File: src/hdl/sysbus_cfg.svh
// bus transfer attribute constants and functional notes
// Functional notes
// - The address bus has 32 lines and line 0 carries the most significant address bit.
// - The device drives the address when an internal master starts a transfer and takes it as input for an external master.
// - The two transfer size lines together give the operand bytes still to move; driven as master, sampled otherwise.
// - For a card interface access by an internal master the low size pin is an output selecting the card space.
// - The direction line is high for a read from the slave and low for a write to it.
// - The device drives the direction line while it owns the bus and takes it as input for an external master.
// - The burst line marks the transfer just started as a burst; driven as master, sampled from external masters.
// - During a burst the master holds burst-continue while more beats are wanted and drops it before the last beat.
// - When the second user machine controls a slave access, the burst-continue pin serves as that machine's line 5.
// - The master asserts the transfer-start strobe at the start of each data moving bus cycle.
// - The strobe is driven only after bus ownership is won and is deasserted before the bus is released.
// - When not master the device samples the strobe to detect an external synchronous master's cycle.
`ifndef SYSBUS_CFG_SVH
`define SYSBUS_CFG_SVH
`define ADDR_W 32
`define SIZE_W 2
`define BEAT_W 4
`define ADDR_ZERO 32'h0000_0000
`define SIZE_ZERO 2'h0
`define BEAT_ZERO 4'h0
`define BEAT_ONE 4'h1
`define BEAT_TWO 4'h2
`endif

File: src/hdl/sysbus_pkg.sv
// types shared by the bus transfer attribute logic
package sysbus_pkg;
    typedef enum logic [3:0] {
        ST_IDLE  = 4'h1,
        ST_START = 4'h2,
        ST_DATA  = 4'h4,
        ST_END   = 4'h8
    } bus_state_t;
endpackage

File: src/hdl/pin_sync.sv
// two-stage synchroniser for a bundle of pin inputs
`timescale 1ns/1ns
module pin_sync #(
    parameter int WIDTH = 1
) (
    input wire logic ref_clk_i,
    input wire logic rst_i,
    input wire logic [WIDTH-1:0] pin_i,
    output logic [WIDTH-1:0] sync_o
);
    logic [WIDTH-1:0] meta_q;
    logic [WIDTH-1:0] meta_d;
    logic [WIDTH-1:0] sync_q;
    logic [WIDTH-1:0] sync_d;

    // first stage feeds only the second
    always_comb begin
        meta_d = pin_i;
        sync_d = meta_q;
    end

    always_ff @(posedge ref_clk_i or posedge rst_i) begin
        if (rst_i) begin
            meta_q <= '0;
            sync_q <= '0;
        end else begin
            meta_q <= meta_d;
            sync_q <= sync_d;
        end
    end

    assign sync_o = sync_q;
endmodule

File: src/hdl/sysbus_xfer.sv
// system bus address and transfer attribute pins, master and snoop sides
`timescale 1ns/1ns
`include "sysbus_cfg.svh"
module sysbus_xfer
    import sysbus_pkg::*;
(
    input wire logic ref_clk_i,
    input wire logic rst_i,
    // internal master request side
    input wire logic bus_granted_i,
    input wire logic req_valid_i,
    input wire logic [`ADDR_W-1:0] req_addr_i,
    input wire logic [`SIZE_W-1:0] req_size_i,
    input wire logic req_read_i,
    input wire logic req_burst_i,
    input wire logic [`BEAT_W-1:0] req_beats_i,
    input wire logic req_card_i,
    input wire logic req_card_space_i,
    input wire logic machine_two_ctl_i,
    input wire logic machine_two_line_5_i,
    input wire logic beat_done_i,
    output logic req_ready_o,
    output logic busy_o,
    // pins
    input wire logic [0:`ADDR_W-1] addr_pin_i,
    output logic [0:`ADDR_W-1] addr_pin_o,
    output logic addr_pin_oe_o,
    input wire logic transfer_size_low_i,
    output logic transfer_size_low_o,
    output logic transfer_size_low_oe_o,
    input wire logic transfer_size_high_i,
    output logic transfer_size_high_o,
    output logic transfer_size_high_oe_o,
    input wire logic rd_wr_i,
    output logic rd_wr_o,
    output logic rd_wr_oe_o,
    input wire logic burst_i,
    output logic burst_o,
    output logic burst_oe_o,
    input wire logic burst_beat_continue_i,
    output logic burst_beat_continue_o,
    output logic burst_beat_continue_oe_o,
    input wire logic transfer_start_strobe_n_i,
    output logic transfer_start_strobe_n_o,
    output logic transfer_start_strobe_n_oe_o,
    // external master snoop results
    output logic ext_start_o,
    output logic [`ADDR_W-1:0] ext_addr_o,
    output logic [`SIZE_W-1:0] ext_size_o,
    output logic ext_read_o,
    output logic ext_burst_o,
    output logic ext_continue_o
);
    // ************************************************************
    // input synchronisers
    // ************************************************************
    localparam int SYNC_W = `ADDR_W + 6;
    logic [SYNC_W-1:0] pins_raw;
    logic [SYNC_W-1:0] pins_s;
    logic [`ADDR_W-1:0] addr_s;
    logic [`ADDR_W-1:0] addr_le;
    logic ts_s;
    logic ts_prev_q;
    logic ts_prev_d;

    // reverse pin order so bit 0 of the pin bus is the top address bit
    always_comb begin
        for (int i = 0; i < `ADDR_W; i++) begin
            addr_le[`ADDR_W-1-i] = addr_pin_i[i];
        end
    end

    // active-low pins enter inverted so the flops' reset level reads idle
    assign pins_raw = {addr_le, transfer_size_low_i, transfer_size_high_i,
                       rd_wr_i, !burst_i, !burst_beat_continue_i,
                       !transfer_start_strobe_n_i};

    pin_sync #(
        .WIDTH(SYNC_W)
    ) u_sync (
        .ref_clk_i(ref_clk_i),
        .rst_i(rst_i),
        .pin_i(pins_raw),
        .sync_o(pins_s)
    );

    assign addr_s = pins_s[SYNC_W-1:6];
    assign ts_s = pins_s[0];

    // ************************************************************
    // master sequencer
    // ************************************************************
    bus_state_t state_q;
    bus_state_t state_d;
    logic [`BEAT_W-1:0] beats_q;
    logic [`BEAT_W-1:0] beats_d;
    logic [`ADDR_W-1:0] addr_q;
    logic [`ADDR_W-1:0] addr_d;
    logic [`SIZE_W-1:0] size_q;
    logic [`SIZE_W-1:0] size_d;
    logic read_q;
    logic read_d;
    logic burst_q;
    logic burst_d;
    logic card_q;
    logic card_d;
    logic space_q;
    logic space_d;
    logic own_q;
    logic own_d;
    logic ts_q;
    logic ts_d;
    logic cont_q;
    logic cont_d;
    logic ready_q;
    logic ready_d;

    // continue stays up while more than the final beat is outstanding
    function automatic logic more_beats(input logic [`BEAT_W-1:0] left);
        more_beats = (left >= `BEAT_TWO);
    endfunction

    always_comb begin
        state_d = state_q;
        beats_d = beats_q;
        addr_d = addr_q;
        size_d = size_q;
        read_d = read_q;
        burst_d = burst_q;
        card_d = card_q;
        space_d = space_q;
        own_d = own_q;
        ts_d = 1'b0;
        cont_d = cont_q;
        ready_d = 1'b0;
        case (state_q)
            ST_IDLE: begin
                own_d = 1'b0;
                // a request without the grant waits; no strobe off-grant
                if (req_valid_i && bus_granted_i) begin
                    state_d = ST_START;
                    own_d = 1'b1;
                    addr_d = req_addr_i;
                    size_d = req_size_i;
                    read_d = req_read_i;
                    burst_d = req_burst_i;
                    card_d = req_card_i;
                    space_d = req_card_space_i;
                    beats_d = req_burst_i ? req_beats_i : `BEAT_ONE;
                    ts_d = 1'b1;
                    cont_d = req_burst_i && more_beats(req_beats_i);
                    ready_d = 1'b1;
                end
            end
            ST_START: begin
                state_d = ST_DATA;
            end
            ST_DATA: begin
                if (beat_done_i) begin
                    beats_d = beats_q - `BEAT_ONE;
                    // drop continue before the expected last beat
                    cont_d = burst_q
                        && more_beats(beats_q - `BEAT_ONE);
                    if (beats_q == `BEAT_ONE) begin
                        state_d = ST_END;
                    end
                end
            end
            ST_END: begin
                // strobe already deasserted for a cycle or more before release
                own_d = 1'b0;
                cont_d = 1'b0;
                burst_d = 1'b0;
                state_d = ST_IDLE;
            end
            default: begin
                state_d = ST_IDLE;
                own_d = 1'b0;
            end
        endcase
    end

    always_ff @(posedge ref_clk_i or posedge rst_i) begin
        if (rst_i) begin
            state_q <= ST_IDLE;
            beats_q <= `BEAT_ZERO;
            addr_q <= `ADDR_ZERO;
            size_q <= `SIZE_ZERO;
            read_q <= 1'b0;
            burst_q <= 1'b0;
            card_q <= 1'b0;
            space_q <= 1'b0;
            own_q <= 1'b0;
            ts_q <= 1'b0;
            cont_q <= 1'b0;
            ready_q <= 1'b0;
        end else begin
            state_q <= state_d;
            beats_q <= beats_d;
            addr_q <= addr_d;
            size_q <= size_d;
            read_q <= read_d;
            burst_q <= burst_d;
            card_q <= card_d;
            space_q <= space_d;
            own_q <= own_d;
            ts_q <= ts_d;
            cont_q <= cont_d;
            ready_q <= ready_d;
        end
    end

    // ************************************************************
    // pin drive registers
    // ************************************************************
    logic [0:`ADDR_W-1] apin_q;
    logic [0:`ADDR_W-1] apin_d;
    logic tsl_q;
    logic tsl_d;
    logic tsh_q;
    logic tsh_d;
    logic burst_beat_continue_q;
    logic burst_beat_continue_d;
    logic burst_beat_continue_oe_q;
    logic burst_beat_continue_oe_d;

    // pins are registered so outputs come straight off flops
    always_comb begin
        for (int i = 0; i < `ADDR_W; i++) begin
            apin_d[i] = addr_d[`ADDR_W-1-i];
        end
        // card access reuses the low size pin as space select
        tsl_d = card_d ? space_d : size_d[1];
        tsh_d = size_d[0];
        // second user machine takes over the continue pin
        burst_beat_continue_d = machine_two_ctl_i ? machine_two_line_5_i
                                   : !cont_d;
        burst_beat_continue_oe_d = own_d || machine_two_ctl_i;
    end

    always_ff @(posedge ref_clk_i or posedge rst_i) begin
        if (rst_i) begin
            apin_q <= `ADDR_ZERO;
            tsl_q <= 1'b0;
            tsh_q <= 1'b0;
            burst_beat_continue_q <= 1'b1;
            burst_beat_continue_oe_q <= 1'b0;
        end else begin
            apin_q <= apin_d;
            tsl_q <= tsl_d;
            tsh_q <= tsh_d;
            burst_beat_continue_q <= burst_beat_continue_d;
            burst_beat_continue_oe_q <= burst_beat_continue_oe_d;
        end
    end

    assign addr_pin_o = apin_q;
    assign addr_pin_oe_o = own_q;
    assign transfer_size_low_o = tsl_q;
    assign transfer_size_low_oe_o = own_q;
    assign transfer_size_high_o = tsh_q;
    assign transfer_size_high_oe_o = own_q;
    assign rd_wr_o = read_q;
    assign rd_wr_oe_o = own_q;
    assign burst_o = !burst_q;
    assign burst_oe_o = own_q;
    assign burst_beat_continue_o = burst_beat_continue_q;
    assign burst_beat_continue_oe_o = burst_beat_continue_oe_q;
    assign transfer_start_strobe_n_o = !ts_q;
    assign transfer_start_strobe_n_oe_o = own_q;
    assign req_ready_o = ready_q;
    assign busy_o = own_q;

    // ************************************************************
    // external master detection
    // ************************************************************
    logic ext_start_q;
    logic ext_start_d;
    logic [`ADDR_W-1:0] ext_addr_q;
    logic [`ADDR_W-1:0] ext_addr_d;
    logic [`SIZE_W-1:0] ext_size_q;
    logic [`SIZE_W-1:0] ext_size_d;
    logic ext_read_q;
    logic ext_read_d;
    logic ext_burst_q;
    logic ext_burst_d;
    logic ext_cont_q;
    logic ext_cont_d;
    logic ext_hit;

    // strobe assertion seen on the synced line while we are not master
    assign ext_hit = !own_q && !ts_prev_q && ts_s;

    always_comb begin
        ts_prev_d = ts_s;
        ext_start_d = ext_hit;
        ext_addr_d = ext_hit ? addr_s : ext_addr_q;
        ext_size_d = ext_hit ? {pins_s[5], pins_s[4]} : ext_size_q;
        ext_read_d = ext_hit ? pins_s[3] : ext_read_q;
        ext_burst_d = ext_hit ? pins_s[2] : ext_burst_q;
        // continue tracked live, already inverted to active high
        ext_cont_d = !own_q && pins_s[1];
    end

    always_ff @(posedge ref_clk_i or posedge rst_i) begin
        if (rst_i) begin
            ts_prev_q <= 1'b0;
            ext_start_q <= 1'b0;
            ext_addr_q <= `ADDR_ZERO;
            ext_size_q <= `SIZE_ZERO;
            ext_read_q <= 1'b0;
            ext_burst_q <= 1'b0;
            ext_cont_q <= 1'b0;
        end else begin
            ts_prev_q <= ts_prev_d;
            ext_start_q <= ext_start_d;
            ext_addr_q <= ext_addr_d;
            ext_size_q <= ext_size_d;
            ext_read_q <= ext_read_d;
            ext_burst_q <= ext_burst_d;
            ext_cont_q <= ext_cont_d;
        end
    end

    assign ext_start_o = ext_start_q;
    assign ext_addr_o = ext_addr_q;
    assign ext_size_o = ext_size_q;
    assign ext_read_o = ext_read_q;
    assign ext_burst_o = ext_burst_q;
    assign ext_continue_o = ext_cont_q;
endmodule

File: config.mk
export PLATFORM = sky130hd
export DESIGN_NAME = sysbus_xfer
export DESIGN_NICKNAME = d
export VERILOG_FILES = /design/src/hdl/sysbus_pkg.sv /design/src/hdl/pin_sync.sv /design/src/hdl/sysbus_xfer.sv
export VERILOG_INCLUDE_DIRS = /design/src /design/src/hdl
export SDC_FILE = /design/constraint.sdc
export NUM_CORES = 1
export LEC_CHECK = 0
export BUFFER_PORTS_ARGS = -buffer_cell sky130_fd_sc_hd__buf_2
export CAP_MARGIN = 40
export CELL_PAD_IN_SITES_DETAIL_PLACEMENT = 1
export CELL_PAD_IN_SITES_GLOBAL_PLACEMENT = 1
export CORE_ASPECT_RATIO = 0.6
export CORE_MARGIN = 2
export CORE_UTILIZATION = 43
export DETAILED_ROUTE_END_ITERATION = 8
export GPL_ROUTABILITY_DRIVEN = 0
export PLACE_DENSITY_LB_ADDON = 0.08
export SKIP_LAST_GASP = 1
export SYNTH_ARGS = -nofsm -noshare
export SYNTH_HDL_FRONTEND = slang
export SYNTH_SLANG_ARGS = --single-unit
File: constraint.sdc
create_clock -name ref_clk_i -period 12.2 [get_ports ref_clk_i]
set_clock_uncertainty 0.1 [all_clocks]
set_input_delay 1.22 -clock ref_clk_i [delete_from_list [all_inputs] [get_ports ref_clk_i]]
set_output_delay 1.22 -clock ref_clk_i [all_outputs]
set_load 0.01 [all_outputs]
* After elaboration in Yosys (flattened, before gate mapping)
Index checks and enable logic that the tools add are counted.
** Storage, ports and cells
- Word-level logic and storage cells :: 81
- Bits of input ports :: 87
- Flip-flop bits (word level) :: 168
- Output and inout port bits :: 85
** Cells by class
- Equality and inequality tests :: 8
- Reduce and logical (&&, ||, !) cells :: 22
- $add $sub $neg :: 1
- Magnitude comparators :: 2
- Muxes and demuxes :: 24
** Operator list (number)
- $mux W4 :: 6
- $pmux W4 S3 :: 1
- $mux W1 :: 11
- $eq A4 B1 Y1 const B :: 2
- $ge A4 B2 Y1 const B :: 2
- $logic_not A1 Y1 :: 8
- $pmux W4 S2 :: 1
- $logic_and A1 B1 Y1 :: 6
- $ne A2 B2 Y1 const B :: 3
- $reduce_and A3 Y1 :: 2
- $eq A4 B2 Y1 const B :: 1
- $eq A4 B3 Y1 const B :: 1
- $eq A4 B4 Y1 const B :: 1
- $mux W2 :: 2
- $pmux W1 S2 :: 2
- $reduce_and A2 Y1 :: 2
- $reduce_bool A2 Y1 :: 2
- $sub A4 B1 Y4 const B :: 1
- $pmux W1 S3 :: 1
- $reduce_or A2 Y1 :: 1
- $logic_or A1 B1 Y1 :: 1

* Logic depth before layout (Yosys ltp)
Gate-level depths: netlist (run 1).
- Depth after elaboration :: 7
- Depth in mapped cells :: 8
- Gate-level depth less buffers :: 6

* Modules after synthesis
A second synthesis (run 1) with hierarchy kept.
** Second synthesis, totals
- Cells, all modules :: 331
- Area total of the unflattened synthesis :: 5677.9 µm²
** By module, submodules not included
- sysbus_xfer :: area an instance 3772.4 µm², times used 1, cells each 254, seq. area each 2279.7 µm²
- pin_sync :: area an instance 1905.6 µm², times used 1, cells each 77, seq. area each 1901.8 µm²

* Least setup slack after synthesis (run 1)
No wires, ideal clock.
- Path type :: input -> register
- Start :: input port req_valid_i
- End :: register tsl_q (netlist: transfer_size_low_o)
- Library setup time :: 0.125 ns
- Stages :: 5
- Data required time :: 11.975 ns
- Arrival :: 2.210 ns
- Buffers on the path :: 0
- Path slack :: 9.765 ns
- Cells stage by stage :: and4b_4 -> nand2_2 -> inv_2 -> mux2_2 -> mux2_4
** On the way
- Cells in the longest elaborated chain, start to end :: 4
- Elaborated cells between the ends (all ways) :: 8
- Those cells by class :: 7 x mux; 1 x reduce/logical
** Ends and longest elaborated chain
- start, declared :: RTL line sysbus_xfer.sv:11 : input wire logic req_valid_i,
- $logic_and A1 B1 Y1 :: RTL line sysbus_xfer.sv:140 : if (req_valid_i && bus_granted_i) begin
- $mux W2 :: RTL line sysbus_xfer.sv:140
- $mux W2 :: RTL line sysbus_xfer.sv:136 : case (state_q)
- via size_d[1] :: RTL line sysbus_xfer.sv:100 : logic [`SIZE_W-1:0] size_d;
- $mux W1 :: RTL line sysbus_xfer.sv:233 : tsl_d = card_d ? space_d : size_d[1];
- via tsl_d :: RTL line sysbus_xfer.sv:219 : logic tsl_d;
- end signal, assigned :: RTL line sysbus_xfer.sv:250 : tsl_q <= tsl_d;
- end, declared :: RTL line sysbus_xfer.sv:218 : logic tsl_q;
The timed path passes the listed nets, and every way through them passes these cells.
A chain may end at the register's enable or synchronous reset.

* Final worst setup path (run 1)
Same ends and word-level chain as after synthesis.

==> impl_results.md, run 1 <==
- Layout area overhead: 28.9%
- GR Util met2: 0.294
- First-pass GRT wire length: 20400 µm
- Boundary Pins: 172
- Power Total: 0.00148 W
- Crit end category: flip-flop
- Worst-Margin Slew: 0.811 ns
- Slowest stage delay, CP: 0.76 ns
- Diode count: 0
- Initial core utilization: 0.438
- Crit path time final: 3.31 ns
- Wire length per cell: 16.6 µm
- Sequential share of the synthesized area: 0.748
- Fmax: 0.302 GHz
- # port buffers: 171
- Design Area, Final: 7210 µm²
- Num rows: 32
- Synthesized flop and latch total: 167
- H-tree Lvls: 4
- Post-route ant nets: 0
- Register Area: 4180 µm²
- Max_slew headroom: 0.457
- Crit start category: input pin
- Syn nets: 489
- Num CTS Buffers: 17
- Pre-CTS WS: 8.44 ns
- Critical Path Fanout Max: 40
- Synth top cells by count: dfrtp_1 (165), nand2_1 (104), mux2_2 (38), buf_2 (13), inv_1 (12)
- Multi-input logic area: 1240 µm²
- Initial DRT Pass Iterations: 6
- Max Slew Vio Count: 0
- R2r worst-path depth: 5
- DPL Wire Length: 8520 µm
- Top-count cell post-synth: dfrtp_1
- Crit path DAT: 3.49 ns
- Core box area: 12800 µm²
- Fill count: 1341
- Worst-path clk slew: 0.06 ns
- Synth Instances: 399
- Total Wirelength: 12500 µm
- Detailed-route via count: 3531
- Fraction of layout cells with a size suffix above 1: 0.438
- RSZ-0062 raised after global routing: false
- Area of the mapped netlist: 5590 µm²
- Final setup viols: 0
- Mean Syn Cell Area: 14.0 µm²
- Gr usage total: 0.193
- Clk root buf: clkbuf_16
- R2R setup slack: 9.19 ns
- Largest net degree at the start of global routing: 91
- Final Hold Viols: 0
- Die area: 14000 µm²
- Most crowded layer after global routing: met2
- Leakage power: 3.67 nW
- Area leader, netlist: dfrtp_1
- # Post-CTS Setup Buffers: 0
- Post-synth EDFFs: 0
- Vias in the first global route: 3947
- Hold_buf cts: 0
- Library cells used by synthesis: 38
- Area contributors post-synth: dfrtp_1 (74%), mux2_2 (7.7%), nand2_1 (7.0%), buf_2 (1.2%), dfstp_2 (0.94%)
- Nets: 663
- Residual DRC count: 0
- DR vias/cell: 4.68
- Die width: 151 µm
- Placed cell areas: 6600 µm²
- Top FF cell, synth: dfrtp_1
- Power Density: 206 nW/µm²
- Crit-path cells: buf_2 > and4b_4 > nand2_2 > inv_2 > mux2_2 > mux2_4
- Final worst-path cycle share: 0.271
- CTS Buffer Depth: 2
- Type of the worst min-delay path: reg -> reg
- Async SR Flop Fraction: 1.00
- Later-pin clock latency in the skew report: 0.41 ns
- Setup TNS: 0 ns
- Post-CTS sizing: 0
- Crit Reg-Reg Endpoint: transfer_size_low_o
- CP Class: in -> reg
- Die Ht: 92.3 µm
- CTS Sinks: 167
- Critical path endpoint: transfer_size_low_o
- Slowest CP cell: inv_2
- CP startpoint: req_valid_i
- VDD IR max: 0.000104 V
- Yosys top cell area share: 0.738
- Buf/Inv on CP: 2
- Congestion Overflow GR: 0
- CTS tree: built
- Cell family with most CP delay: buffers and inverters
- Final core utilization: 0.564
- GR Layer Usage met1: 0.271
- Number of max-cap violations: 0
- GR Util met3: 0.0650
- Critical path depth: 6
- RR Startpoint: state_q[0]
- Status: complete, no violations
- Final worst slack: 8.89 ns
- Worst path required time: 12.38 ns
- Initial antenna violation count: 0
- Synth warn: 0
- DR iter-0 viols: 130
[registers in the layout, summed over array words and instances, names as in the netlist, 2 cells and up, named ones only]
signal,cells
beats_q,4
u_sync.meta_q,38
addr_pin_o,32
ext_addr_o,32
state_q,4
size_q,2
ext_size_o,2
u_sync.sync_o,38
[worst register-to-register path, delay by kind of cell (launching register included)]
family | cells | cell delay [ns]
multiplexers | 2 | 0.70
buffers and inverters | 1 | 0.76
AND/OR/NAND/NOR | 2 | 0.73
flip-flops | 1 | 0.59
[how the worst min path moves through the flow]
stage | startpoint | endpoint | cells after the start
after detailed placement | u_sync.meta_q[26] | u_sync.sync_o[26] | 0
final | u_sync.meta_q[11] | u_sync.sync_o[11] | 0
after global placement | u_sync.meta_q[18] | u_sync.sync_o[18] | 0
after CTS | u_sync.meta_q[11] | u_sync.sync_o[11] | 0
after global routing | u_sync.meta_q[17] | u_sync.sync_o[17] | 0
after floorplan | u_sync.meta_q[0] | u_sync.sync_o[0] | 0
[power by group]
group	internal, W	leakage (nW)	switching [W]
clock network	0.000327	0.295	0.000224
registers	0.000640	1.99	0.0000476
logic	0.000109	1.39	0.000135
[cell type report]
cell class | instances | share of cell area
clock buffers | 17 | 0.0590
repair buffers | 175 | 0.126
flip-flops and latches | 167 | 0.580
well taps | 170 | 0.0295
inverters | 13 | 0.00746
clock inverters | 14 | 0.0257
multi-input cells | 199 | 0.173
[cells in the final DEF (no fill, tap or decap), types with 3 or more instances in the layout]
cell type,netlist,routed
nand2_1,104,104
a211oi_1,3,3
buf_4,6,3
mux2_2,38,38
inv_1,12,11
dfrtp_1,165,165
buf_2,13,171
bufinv_16,0,3
ha_1,3,3
inv_6,0,5
clkbuf_16,0,17
nor2_1,6,6
nor2b_1,3,3
o21ai_0,3,3
nand3_1,4,4
a21oi_1,8,8
[metrics by stage]
step           cells  hold WS, ns
2_1_floorplan    399        0.231
3_5_place_dp     724        0.236
6_report         755        0.246
3_3_place_gp     722        0.231
4_1_cts          755        0.250
5_1_grt          755        0.251
[cell families (layout without fill, tap and decap cells)]
kind of cell             Yosys count  in the layout  share of synthesized area
flip-flops                       167            167                      0.748
AND/OR/NAND/NOR                  131            131                      0.101
multiplexers                      40             40                     0.0819
buffers and inverters             33            219                     0.0304
AO/OA/AOI/OAI                     22             22                     0.0275
adder cells (fa/ha/maj)            3              3                    0.00671
XOR/XNOR                           3              3                    0.00470
[routing by layer]
metal	routed length (µm)	up-vias
met5	0	-
met4	68	0
met3	792	6
met2	5880	98
met1	5790	1800
li1	-	1627
(Power assumes the default switching activity.)
==> run 2: changes to the inputs <==
Settings changed: CORE_UTILIZATION 43 to 36.
Clock period 12.2 ns to 2.9 ns, I/O delays scaled along.
==> impl_results.md, run 2 (synthesized netlist as in run 1, its figures left out) <==
- Diode count: 0 (unchanged)
- Max_slew headroom: 0.333 (-0.124)
- Boundary Pins: 172 (unchanged)
- Gr usage total: 0.175 (-0.0174)
- Clk pwr share: 0.356 (-0.016)
- Worst path required time: 3.14 ns (-9.24 ns)
- Clk root buf: clkbuf_16
- Congestion Overflow GR: 0 (unchanged)
- DPL Wire Length: 8180 µm (-4.0%)
- Number of max-cap violations: 0 (unchanged)
- Critical path endpoint: burst_beat_continue_o
- Wl on met1: 5940 µm (+2.7%)
- Crit path time final: 2.48 ns
- Fraction of layout cells with a size suffix above 1: 0.390 (-0.0473)
- Vias in the first global route: 4205 (+6.5%)
- # Post-CTS Setup Buffers: 0 (unchanged)
- VDD IR max: 0.000346 V (+230%)
- Residual DRC count: 0 (unchanged)
- Status: complete, but fails checks
- RSZ-0062 raised after global routing: false
- Uppermost layer routed: met4
- Met3 wire length: 825 µm (+4.2%)
- Failing checks: hold timing
- Most common cell after layout, fill and taps aside: buf_2
- Detailed-route via count: 3839 (+8.7%)
- Wire length per cell: 15.7 µm (-5.6%)
- Leakage power: 3.96 nW (+8.1%)
- Fraction of power spent switching nets: 0.292 (+0.0182)
- Worst-path clk slew: 0.07 ns (about the same)
- Total Wirelength: 13500 µm (+8.1%)
- Die Ht: 101 µm (+8.9%)
- Die width: 165 µm (+9.0%)
- Power Density: 780 nW/µm² (+280%)
- Post-CTS sizing: 0 (unchanged)
- Final Hold Viols: 23 (+23)
- Initial antenna violation count: 0 (unchanged)
- DR iter-0 viols: 223 (+72%)
- Critical Path Fanout Max: 38 (-5.0%)
- # port buffers: 171 (unchanged)
- Num rows: 35 (+9.4%)
- CTS Sinks: 167 (unchanged)
- Later-pin clock latency in the skew report: 0.42 ns (about the same)
- Fmax: 0.403 GHz
- Setup TNS: 0 ns (unchanged)
- CP Class: reg -> reg
- CP startpoint: state_q[0]
- Die area: 16600 µm² (+19%)
- Most frequent cells in the layout: buf_2 (171), dfrtp_1 (165), nand2_1 (104)
- Sequential Power Share: 0.465 (about the same)
- H-tree Lvls: 4 (unchanged)
- Crit start category: flip-flop
- Largest net degree at the start of global routing: 168 (+85%)
- CTS Buffer Depth: 2 (unchanged)
- Crit Reg-Reg Endpoint: burst_beat_continue_o
- Crit path DAT: 2.72 ns (-0.77 ns)
- Final worst-path cycle share: 0.855
- R2R setup slack: 0.42 ns (-8.77 ns)
- Final setup viols: 0 (unchanged)
- Crit end category: flip-flop
- Total internal power: 0.00440 W (+310%)
- Post-route ant nets: 0 (unchanged)
- Worst-Margin Slew: 1.00 ns (+0.189 ns)
- Max Slew Vio Count: 0 (unchanged)
- Nets: 738 (+11%)
- Gate power share: 0.179 (+0.015)
- CTS tree: built
- Type of the worst min-delay path: in -> async
- Initial DRT Pass Iterations: 6 (unchanged)
- Net Switching: 0.00182 W (+350%)
- Layout area overhead: 42.5%
- Final core utilization: 0.521 (-0.0431)
- R2r worst-path depth: 6 (+1)
- Initial core utilization: 0.366 (-0.0719)
- Num CTS Buffers: 17 (unchanged)
- Hold_ws: -0.0792 ns (-0.325 ns)
- RR Startpoint: state_q[0]
- WL met2: 6660 µm (+13%)
- Core box area: 15300 µm² (+20%)
- DR vias/cell: 4.44 (-5.0%)
- First-pass GRT wire length: 21900 µm (+7.5%)
==> run 2: cell count changes in the layout (fill, tap and decap cells not counted) <==
cell           before  now
dlygate4sd3_1       0   74
inv_8               2    6
bufinv_16           3    0
inv_6               5    2
clkinv_8            0    2
buf_12              0    1
buf_16              1    0
buf_4               3    4
clkbuf_8            0    1
clkinv_2            1    0
clkinvlp_4          2    3
==> run 2: repair_timing <==
item | 4_1_cts | 5_1_grt
endpoints found under the setup margin | 0 | 0
hold endpoints to repair | 73 | 0
hold buffers | 74 | 0
==> run 2: how the worst min path moves through the flow <==
stage | startpoint | to | slack, ns | cells past startpoint
floorplan | addr_pin_i[27] | u_sync.meta_q[10] | 0.22 | 0
global placement | u_sync.meta_q[34] | u_sync.sync_o[34] | 0.23 | 0
detailed placement | u_sync.meta_q[5] | u_sync.sync_o[5] | 0.24 | 0
CTS | req_size_i[1] | size_q[1] | 0.02 | 2
global route | req_card_i | card_q | 0.03 | 2
finish | rst_i | addr_pin_o[7] | -0.08 | 3
==> run 2: stage by stage <==
stage / std cells / total power (W) / setup slack (ns) / instance area [µm²]
after floorplan: 399 / 0.00347 / 0.385 / 5600
after global placement: 758 / 0.00393 / 0.934 / 6640
after detailed placement: 758 / 0.00397 / 0.890 / 6640
after CTS: 864 / 0.00631 / 0.413 / 7970
after global routing: 864 / 0.00657 / 0.302 / 7970
final: 864 / 0.00621 / 0.421 / 7970
==> run 2: layout make-up <==
type	instances	area, µm²
sequential	167	4180
fill	1595	7310
tap	203	254
clock buffer	18	439
multi-input combinational	199	1240
timing repair buffer	250	1650
inverter	13	52.6
clock inverter	14	150
==> run 2: power groups by stage <==
| stage | logic [W] | registers, W | clock network [W] |
|---|---|---|---|
| global placement | 0.00102 | 0.00291 | 0 |
| CTS | 0.00113 | 0.00289 | 0.00229 |
| floorplan | 0.000447 | 0.00303 | 0 |
| finish | 0.00111 | 0.00289 | 0.00221 |
| detailed placement | 0.00104 | 0.00293 | 0 |
| global route | 0.00124 | 0.00294 | 0.00239 |
==> run 2: layer usage <==
layer / up-vias / GRT usage
met5: - / 0
met3: 11 / 0.0551
li1: 1783 / -
met2: 101 / 0.289
met1: 1944 / 0.224
met4: 0 / 0.0522
==> run 2: worst max-delay path, cell delays in order (launching register included) <==
cell and delay (ns):
dfstp_2 0.59, and4b_4 0.27, nand2_2 0.06, buf_4 0.26, and3_1 0.24, o41ai_2 0.30
dlygate4sd3_1 0.59
